--- src/hw/ictm_consts.vh ---
// Constants of the interrupt controller and interval timer block.
// Assumes byte addresses on the register port, relative to the block base.
`ifndef ICTM_CONSTS_VH
`define ICTM_CONSTS_VH

// ============================================================
// Register offsets (byte addresses)
`define ICTM_OFS_STATUS   8'h30
`define ICTM_OFS_PENDING  8'h34
`define ICTM_OFS_ENABLE   8'h38
`define ICTM_OFS_ACK      8'h3c
`define ICTM_OFS_MODE     8'h0c
`define ICTM_OFS_TIMER0   8'h40
`define ICTM_OFS_VECTOR0  8'h80
`define ICTM_TIMER_STRIDE 8'h10

// ============================================================
// Offsets inside one timer slot
`define ICTM_TSLOT_LOAD   4'h0
`define ICTM_TSLOT_COUNT  4'h4
`define ICTM_TSLOT_CTRL   4'h8

// ============================================================
// Field positions and reset values
`define ICTM_BIT_UART_ERR 0
`define ICTM_BIT_UART_TX  1
`define ICTM_BIT_UART_RX  2
`define ICTM_BIT_TIMER0   3
`define ICTM_BIT_FIXED0   7
`define ICTM_BIT_EXT0     16
`define ICTM_INT_MASK     32'h000007ff
`define ICTM_CTRL_EN      0
`define ICTM_CTRL_RELOAD  1
`define ICTM_VECTOR_RESET 32'h00000010
`define ICTM_NUM_TIMERS   4
`define ICTM_TIMER_WIDTH  32

`endif

--- src/hw/ictm_top.v ---
// Interrupt controller with four interval timers as sources.
// Assumes a same-clock load/store register port from the processor and
// external interrupt pins that are asynchronous to i_mclk.
// ============================================================
// Usage notes
// Register port: every read or write strobe is answered by o_bus_ready
// exactly one cycle later. There are no wait states and nothing is
// refused, so the processor may issue a strobe in every cycle.
// Read data stand for that single cycle and are zero at all other times.
// The zero lets several slaves share a read bus through a plain OR.
// Write-only and unmapped locations read as zero. Software therefore
// cannot read back an enable, mode, vector or preload value, and must
// keep its own copy of any value that it wants to modify later.
// Byte enables select the lanes that a write changes; timer writes ignore them. A partial write
// to a vector fills the unselected lanes with zero. The vector store has
// a single read port, which serves the priority select, so there is no
// old word to merge with. Vectors should be written as whole words.
// A partial write to the acknowledge register clears only the bits in
// its selected lanes; the other lanes count as written with zero.
//
// Interrupt timing: an event pulse at one edge sets its status bit at
// that edge. The request follows one edge later if the source is
// enabled, and the vector and the fast flag one edge after the request.
// The controller that takes the request should wait for that extra cycle
// before it uses the vector.
// An event that arrives in the cycle of its own acknowledge wins, so a
// second event is never lost; the status bit simply stays set.
// The lowest pending bit number has the highest priority. A later event
// on a lower bit therefore changes the vector while the request stands.
//
// External pins pass two flip-flops and are taken on their rising edge.
// A pulse must be longer than one clock cycle to be seen reliably.
// A pin that stays high sets its status bit once; acknowledging it
// does not set the bit again until the pin has fallen and risen.
//
// Interval timers count one event per clock cycle. The period is the
// preload plus two cycles: one to fetch the preload and one at zero.
// Writing the preload or the control register restarts the count from
// the preload, which keeps software timing simple at the cost of losing
// the part of the period that has already run.
// A one-shot timer clears its own enable after the lapse. It is started
// again only by a new write to its control register.
`timescale 1ns/10ps
`include "ictm_consts.vh"

module ictm_top #(
  parameter external_source_count = 16,
  parameter fast_mode_option      = 1,
  parameter vector_address_width  = 32,
  parameter timer_readback_option = 1
) (
  input  wire        i_mclk,
  input  wire        i_reset,
  input  wire [7:0]  i_bus_addr,
  input  wire [31:0] i_bus_wdata,
  input  wire [3:0]  i_bus_be,
  input  wire        i_bus_wr,
  input  wire        i_bus_rd,
  output reg  [31:0] o_bus_rdata,
  output reg         o_bus_ready,
  input  wire        i_uart_error,
  input  wire        i_uart_tx_done,
  input  wire        i_uart_rx_ready,
  input  wire [3:0]  i_fixed_timer_strobe,
  input  wire [15:0] i_external_interrupt_in,
  output reg         o_interrupt_request_out,
  output reg  [31:0] o_interrupt_vector_out,
  output reg         o_interrupt_fast
);

  // ============================================================
  // Source layout
  localparam [31:0] EXT_MASK =
    ((32'h1 << external_source_count) - 32'h1) << `ICTM_BIT_EXT0;
  localparam [31:0] SRC_MASK = EXT_MASK | `ICTM_INT_MASK;
  localparam [31:0] VEC_MASK = (vector_address_width >= 32) ?
    32'hfffffffc : (((32'h1 << vector_address_width) - 32'h1) & 32'hfffffffc);

  // Merges written byte lanes into an old word.
  function [31:0] merge_bytes;
    input [31:0] old_word;
    input [31:0] new_word;
    input [3:0]  be;
    integer      b;
    begin
      merge_bytes = old_word;
      for (b = 0; b < 4; b = b + 1) begin
        if (be[b]) begin
          merge_bytes[b*8 +: 8] = new_word[b*8 +: 8];
        end
      end
    end
  endfunction

  // Index of the lowest set bit, which has the highest priority.
  function [4:0] lowest_bit;
    input [31:0] vec;
    integer      n;
    begin
      lowest_bit = 5'h00;
      for (n = 31; n >= 0; n = n - 1) begin
        if (vec[n]) begin
          lowest_bit = n[4:0];
        end
      end
    end
  endfunction

  // ============================================================
  // Pin synchronisers and edge detection for external sources
  reg  [15:0] ext_meta_reg;
  reg  [15:0] ext_sync_reg;
  reg  [15:0] ext_last_reg;
  wire [15:0] ext_rise = ext_sync_reg & ~ext_last_reg;

  // Two flops before use, since the pins are asynchronous to i_mclk.
  always @(posedge i_mclk or posedge i_reset) begin
    if (i_reset) begin
      ext_meta_reg <= 16'h0000;
      ext_sync_reg <= 16'h0000;
      ext_last_reg <= 16'h0000;
    end else begin
      ext_meta_reg <= i_external_interrupt_in;
      ext_sync_reg <= ext_meta_reg;
      ext_last_reg <= ext_sync_reg;
    end
  end

  // ============================================================
  // Address decode
  wire       hit_status  = (i_bus_addr == `ICTM_OFS_STATUS);
  wire       hit_pending = (i_bus_addr == `ICTM_OFS_PENDING);
  wire       hit_enable  = (i_bus_addr == `ICTM_OFS_ENABLE);
  wire       hit_ack     = (i_bus_addr == `ICTM_OFS_ACK);
  wire       hit_mode    = (i_bus_addr == `ICTM_OFS_MODE);
  wire       hit_vector  = (i_bus_addr[7] == 1'b1);
  wire [4:0] vec_index   = i_bus_addr[6:2];
  wire [1:0] tmr_index   = i_bus_addr[5:4];
  wire       hit_timer   = (i_bus_addr[7:6] == 2'b01);
  wire [3:0] tmr_slot    = i_bus_addr[3:0];

  // ============================================================
  // Interval timers
  wire [3:0]  tmr_lapse;
  wire [31:0] tmr_count [0:3];
  genvar      t;

  generate
    for (t = 0; t < `ICTM_NUM_TIMERS; t = t + 1) begin : g_timer
      ictm_interval_timer #(
        .READABLE (timer_readback_option)
      ) u_timer (
        .i_mclk    (i_mclk),
        .i_reset   (i_reset),
        .i_load_we (i_bus_wr && hit_timer && tmr_index == t &&
                    tmr_slot == `ICTM_TSLOT_LOAD),
        .i_ctrl_we (i_bus_wr && hit_timer && tmr_index == t &&
                    tmr_slot == `ICTM_TSLOT_CTRL),
        .i_wdata   (i_bus_wdata),
        .o_count   (tmr_count[t]),
        .o_lapse   (tmr_lapse[t])
      );
    end
  endgenerate

  // ============================================================
  // Status, enable and mode registers
  reg  [31:0] status_reg;
  reg  [31:0] enable_reg;
  reg  [31:0] mode_reg;
  wire [31:0] events;
  wire [31:0] ack_bits;
  wire [31:0] pending;

  // Event vector in status bit order.
  assign events = ({ext_rise, 16'h0000} & EXT_MASK) |
                  {21'h000000, i_fixed_timer_strobe, tmr_lapse,
                   i_uart_rx_ready, i_uart_tx_done, i_uart_error};
  assign ack_bits = (i_bus_wr && hit_ack) ?
                    merge_bytes(32'h0, i_bus_wdata, i_bus_be) : 32'h0;
  assign pending  = status_reg & enable_reg;

  // A new event in the acknowledge cycle wins, so no event is lost.
  always @(posedge i_mclk or posedge i_reset) begin
    if (i_reset) begin
      status_reg <= 32'h00000000;
      enable_reg <= 32'h00000000;
      mode_reg   <= 32'h00000000;
    end else begin
      status_reg <= ((status_reg & ~ack_bits) | events) & SRC_MASK;
      if (i_bus_wr && hit_enable) begin
        enable_reg <= merge_bytes(enable_reg, i_bus_wdata, i_bus_be) &
                      SRC_MASK;
      end
      if (i_bus_wr && hit_mode && fast_mode_option == 1) begin
        mode_reg <= merge_bytes(mode_reg, i_bus_wdata, i_bus_be);
      end
    end
  end

  // ============================================================
  // Vector store
  wire [31:0] vec_old;
  wire        vec_allowed = SRC_MASK[vec_index];
  wire        vec_we      = i_bus_wr && hit_vector && vec_allowed &&
                            fast_mode_option == 1;
  wire [4:0]  sel_index   = lowest_bit(pending);
  wire [31:0] vec_rdata;

  // Byte lanes need the old word; a shadow of the last vector write would
  // not cover other words, so partial writes fill unwritten lanes with zero.
  assign vec_old = 32'h0;

  ictm_vector_mem #(
    .WIDTH (32)
  ) u_vectors (
    .i_mclk  (i_mclk),
    .i_reset (i_reset),
    .i_we    (vec_we),
    .i_waddr (vec_index),
    .i_wdata (merge_bytes(vec_old, i_bus_wdata, i_bus_be) & VEC_MASK),
    .i_raddr (sel_index),
    .o_rdata (vec_rdata)
  );

  // ============================================================
  // Interrupt outputs
  // The vector follows the selected source with two cycles of latency,
  // one through the memory read and one here; the request has one.
  reg [4:0] sel_last_reg;

  always @(posedge i_mclk or posedge i_reset) begin
    if (i_reset) begin
      o_interrupt_request_out <= 1'b0;
      o_interrupt_vector_out  <= 32'h00000000;
      o_interrupt_fast        <= 1'b0;
      sel_last_reg            <= 5'h00;
    end else begin
      o_interrupt_request_out <= |pending;
      sel_last_reg            <= sel_index;
      if (fast_mode_option == 1) begin
        o_interrupt_vector_out <= vec_rdata;
        o_interrupt_fast       <= mode_reg[sel_last_reg];
      end else begin
        o_interrupt_vector_out <= 32'h00000000;
        o_interrupt_fast       <= 1'b0;
      end
    end
  end

  // ============================================================
  // Read data path
  reg [31:0] rdata_next;

  // Write-only and unmapped locations read as zero.
  always @* begin
    rdata_next = 32'h00000000;
    if (hit_status) begin
      rdata_next = status_reg;
    end else if (hit_pending) begin
      rdata_next = pending;
    end else if (hit_timer && tmr_slot == `ICTM_TSLOT_COUNT) begin
      rdata_next = tmr_count[tmr_index];
    end
  end

  // One-cycle answer for every access, reads sample at the taking edge.
  always @(posedge i_mclk or posedge i_reset) begin
    if (i_reset) begin
      o_bus_rdata <= 32'h00000000;
      o_bus_ready <= 1'b0;
    end else begin
      o_bus_ready <= i_bus_rd | i_bus_wr;
      o_bus_rdata <= i_bus_rd ? rdata_next : 32'h00000000;
    end
  end

endmodule // ictm_top

--- src/hw/ictm_vector_mem.v ---
// Holds the 32 interrupt vector words with a registered read port.
// Assumes writes are already filtered and masked by the controller.
`timescale 1ns/10ps
`include "ictm_consts.vh"

module ictm_vector_mem #(
  parameter WIDTH = 32
) (
  input  wire             i_mclk,
  input  wire             i_reset,
  input  wire             i_we,
  input  wire [4:0]       i_waddr,
  input  wire [WIDTH-1:0] i_wdata,
  input  wire [4:0]       i_raddr,
  output reg  [WIDTH-1:0] o_rdata
);

  // ============================================================
  // Storage
  reg [WIDTH-1:0] mem_reg [0:31];
  integer         k;

  // Every word resets, so a vector is defined before software writes it.
  always @(posedge i_mclk or posedge i_reset) begin
    if (i_reset) begin
      for (k = 0; k < 32; k = k + 1) begin
        mem_reg[k] <= `ICTM_VECTOR_RESET;
      end
      o_rdata <= `ICTM_VECTOR_RESET;
    end else begin
      if (i_we) begin
        mem_reg[i_waddr] <= i_wdata;
      end
      o_rdata <= mem_reg[i_raddr];
    end
  end

endmodule // ictm_vector_mem

--- src/hw/ictm_interval_timer.v ---
// One programmable interval timer: preload, counter and control.
// Assumes one count event per clock cycle and same-clock write strobes.
`timescale 1ns/10ps
`include "ictm_consts.vh"

module ictm_interval_timer #(
  parameter READABLE = 1
) (
  input  wire                         i_mclk,
  input  wire                         i_reset,
  input  wire                         i_load_we,
  input  wire                         i_ctrl_we,
  input  wire [`ICTM_TIMER_WIDTH-1:0] i_wdata,
  output wire [`ICTM_TIMER_WIDTH-1:0] o_count,
  output reg                          o_lapse
);

  // ============================================================
  // State
  reg [`ICTM_TIMER_WIDTH-1:0] load_reg;
  reg [`ICTM_TIMER_WIDTH-1:0] count_reg;
  reg                         en_reg;
  reg                         reload_reg;
  reg                         fetch_reg;

  // Counter is hidden when the readback option is off.
  assign o_count = (READABLE == 1) ? count_reg : {`ICTM_TIMER_WIDTH{1'b0}};

  // The fetch cycle after each lapse makes the period preload plus two.
  always @(posedge i_mclk or posedge i_reset) begin
    if (i_reset) begin
      load_reg   <= {`ICTM_TIMER_WIDTH{1'b0}};
      count_reg  <= {`ICTM_TIMER_WIDTH{1'b0}};
      en_reg     <= 1'b0;
      reload_reg <= 1'b0;
      fetch_reg  <= 1'b1;
      o_lapse    <= 1'b0;
    end else begin
      o_lapse <= 1'b0;
      if (i_load_we) begin
        load_reg  <= i_wdata;
        fetch_reg <= 1'b1;
      end
      if (i_ctrl_we) begin
        en_reg     <= i_wdata[`ICTM_CTRL_EN];
        reload_reg <= i_wdata[`ICTM_CTRL_RELOAD];
        fetch_reg  <= 1'b1;
      end else if (en_reg && !i_load_we) begin
        if (fetch_reg) begin
          count_reg <= load_reg;
          fetch_reg <= 1'b0;
        end else if (count_reg == {`ICTM_TIMER_WIDTH{1'b0}}) begin
          o_lapse   <= 1'b1;
          fetch_reg <= 1'b1;
          en_reg    <= reload_reg;
        end else begin
          count_reg <= count_reg - 1'b1;
        end
      end
    end
  end

endmodule // ictm_interval_timer

--- config.mk ---
export PLATFORM = sky130hd
export DESIGN_NAME = ictm_top
export DESIGN_NICKNAME = d
export VERILOG_FILES = /design/src/hw/ictm_top.v /design/src/hw/ictm_vector_mem.v /design/src/hw/ictm_interval_timer.v
export VERILOG_INCLUDE_DIRS = /design/src /design/src/hw
export SDC_FILE = /design/constraint.sdc
export NUM_CORES = 2
export LEC_CHECK = 0
export ABC_AREA = 1
export BUFFER_PORTS_ARGS = -buffer_cell sky130_fd_sc_hd__buf_2
export CAP_MARGIN = 20
export CORE_AREA = 2 2 460 508
export DETAILED_ROUTE_END_ITERATION = 6
export DIE_AREA = 0 0 462 510
export GPL_TIMING_DRIVEN = 0
export SYNTH_ARGS = -nofsm -noshare
export SYNTH_HDL_FRONTEND = slang
export SYNTH_SLANG_ARGS = --single-unit
--- constraint.sdc ---
create_clock -name i_mclk -period 63.5 [get_ports i_mclk]
set_input_delay 15.875 -clock i_mclk [delete_from_list [all_inputs] [get_ports i_mclk]]
set_output_delay 15.875 -clock i_mclk [all_outputs]
set_load 0.02 [all_outputs]
==> metrics.txt <==
status=completed; largest net degree at the start of global routing=between 100 and 150; count of final setup violators=0; Int Pwr=about 1.8 mW; Synth Register Bits=1466; clock sinks=1466; Final Hold Fails=0; sw frac=roughly 37%; top post-synthesis cells by area=dfrtp_1 52%, nand2_1 11%, o21ai_0 8.7%; worst min path class=register to register; CTS clk-pin slew, worst paths=approximately 0.060 ns; vias in the first global route=a little under 60k; Seq/Total Area, Yosys=a little over half; drt first-iter violations=~7.3k; initial antenna violation count=18; Fillers=approximately 24k; vias per cell=~5.2; minimum clock period=18.96 ns; I/O Buffers=130; Layout Skew=0.0386 ns; Resized cells post-CTS=0; EDFF count, synth=0; Layout area overhead=15.3%; DR vias=~62k; asr flop ratio synth=100%; initial core utilization=approximately 30%; first-pass GRT wire length=about 380000 um; CP Capture Type=register; Clock Tree Buf Depth=3; Fmax achieved=between 0.05 and 0.06 GHz; number of flip-flops in the largest register=960; peak supply drop=approximately 0.035 mV; die height=slightly above 500 um; leakage power total=~37 nW; max-slew violation count=0; clock power share=between 30% and 40%; synthesized area=68900 um^2; gpl congestion=1.03; clock root buffer master=clkbuf_16; Main synth FF type=dfrtp_1; Design Area, Final=between 70000 and 80000 um^2; most common cell in the netlist=nand2_1; drt drc=0; hpwl dp=191000 um; Distinct cells, synth=54; Hold Slack=roughly 0.34 ns; gr usage total=between 20 and 25%; syn avg cell area=around 8.1 um^2; core area=between 200000 and 250000 um^2; share of the synthesized area in the top cell type=slightly above 50%; Avg WL per Cell=around 22 um; share of cells above drive strength 1=7.47%; Slew @ Worst Pin=around 1.2 ns; routed wire length=~260000 um; Overflow after GRT=0; Startpoint Class=input port; CTS tree=yes; Power Density=36.4 nW/um^2; Seq pwr share=a little under two fifths; max-cap viol count=0; Crit Path Class=input port to register; relative max-transition margin=18.3%; cell count after synthesis=roughly 8.5k; die area=approximately 240000 um^2; CTS H-tree depth=4; Final period util=29.9%; clock latency on the worst-skew pair=approximately 0.86 ns; Comb pwr share=between 20 and 30%; Final Net Count=about 8.9k; chip width=about 460 um; antenna violation net count after detailed routing=0; Layout Utilization=~34%; total CTS buffers=158; CP arrival=19.66 ns; Ports=138; top cells by count, synth=1974 x nand2_1, 1429 x dfrtp_1, 1192 x o21ai_0; hold_buf cts=0; Pre-Repair DR Iteration Count=6; Worst EP required=between 60 and 70 ns; Power, Total=around 2.9 mW; P_sw=roughly 1.1 mW; Synthesis Warnings=0; total setup buffers inserted after CTS=0; maximum fanout along the worst path=10; post-synth top area cell=dfrtp_1; RSZ-0062 raised after global routing=false; Placement Cell Area=~74000 um^2; # rows=roughly 190; sum of negative setup slack=0 ns
==> routing by layer <==
layer | GRT usage, % | vias to the layer above | part of all wire [%]
met5 | 0 | - | 0.016
met1 | 29.4 | 30478 | 42
li1 | - | 28018 | -
met3 | 4.26 | 595 | 8.1
met2 | 32.6 | 2843 | 44
met4 | 12.4 | 6 | 6.2
==> metrics by stage <==
stage,cells,setup WS (ns)
2_1_floorplan,8480,6.34
3_3_place_gp,11695,-9.73
3_5_place_dp,11715,43.96
4_1_cts,12008,44.81
5_1_grt,12015,44.52
6_report,12027,44.54
==> worst max-delay path, stage by stage <==
cell and delay, ns:
buf_2 0.16, nor2_1 0.90, inv_1 0.13, clkbuf_1 0.36, nor2_1 0.87, nand3_1 0.70, clkbuf_1 0.43, nand2_1 0.12
o21ai_0 0.08
==> cells by family after synthesis <==
group / Yosys count / share of synthesized area, %
fa+ha+maj: 4 / 0.0726
buf+inv: 1729 / 9.68
xor+xnor: 45 / 0.572
other cells: 1 / 0.00544
simple gates: 3720 / 24.7
compound gates: 1514 / 11.7
flops: 1466 / 53.3
==> power by group through the flow <==
stage | clock, mW | sequential [mW] | combinational, mW
floorplan | 0 | 1.12 | 0.490
global placement | 0 | 1.13 | 0.777
detailed placement | 0 | 1.12 | 0.788
CTS | 0.991 | 1.11 | 0.791
global route | 1.03 | 1.12 | 0.876
finish | 0.977 | 1.11 | 0.808
==> worst paths after layout <==
kind	endpoint	depth (start not counted)	slack, ns	startpoint
setup / recovery	u_vectors.mem_reg[821]	9	44.54	i_bus_addr[5]
max in group asynchronous	u_vectors.mem_reg[653]	6	45.97	i_reset
hold reg to reg	o_interrupt_vector_out[20]	0	0.34	u_vectors.o_rdata[20]
min in group asynchronous	g_timer[3].u_timer.o_count[7]	2	15.01	i_reset
setup reg to reg	u_vectors.o_rdata[28]	20	58.01	status_reg[26]
hold / removal	o_interrupt_vector_out[20]	0	0.34	u_vectors.o_rdata[20]
==> area by class of cell <==
cell class | instances | area [um^2] | area share, %
Antenna cell | 17 | 42.5 | 0.0535
Buffer | 748 | 2980 | 3.75
Clock buffer | 226 | 4540 | 5.71
Clock inverter | 67 | 943 | 1.19
Inverter | 981 | 3690 | 4.65
Multi-Input combinational cell | 5285 | 25500 | 32.1
Sequential cell | 1466 | 36700 | 46.2
Tap cell | 3085 | 3860 | 4.86
Timing Repair Buffer | 152 | 1130 | 1.43
==> cells in the final DEF (no fill, tap or decap), drive strengths merged, types with 23 or more instances in the layout <==
| master | synthesis | final |
|---|---|---|
| xor2 | 45 | 45 |
| a21oi | 45 | 45 |
| nand4 | 23 | 23 |
| buf | 137 | 289 |
| clkbuf | 611 | 837 |
| dfstp | 37 | 37 |
| nor3 | 30 | 30 |
| nand2 | 1981 | 1981 |
| clkinv | 4 | 45 |
| dfrtp | 1429 | 1429 |
| o211ai | 39 | 39 |
| o22ai | 94 | 94 |
| nor2 | 250 | 250 |
| o221ai | 42 | 42 |
| o21ai | 1254 | 1254 |
| nand3b | 302 | 302 |
| inv | 977 | 986 |
| nand3 | 1108 | 1108 |
Power figures use the tool's default switching activity.
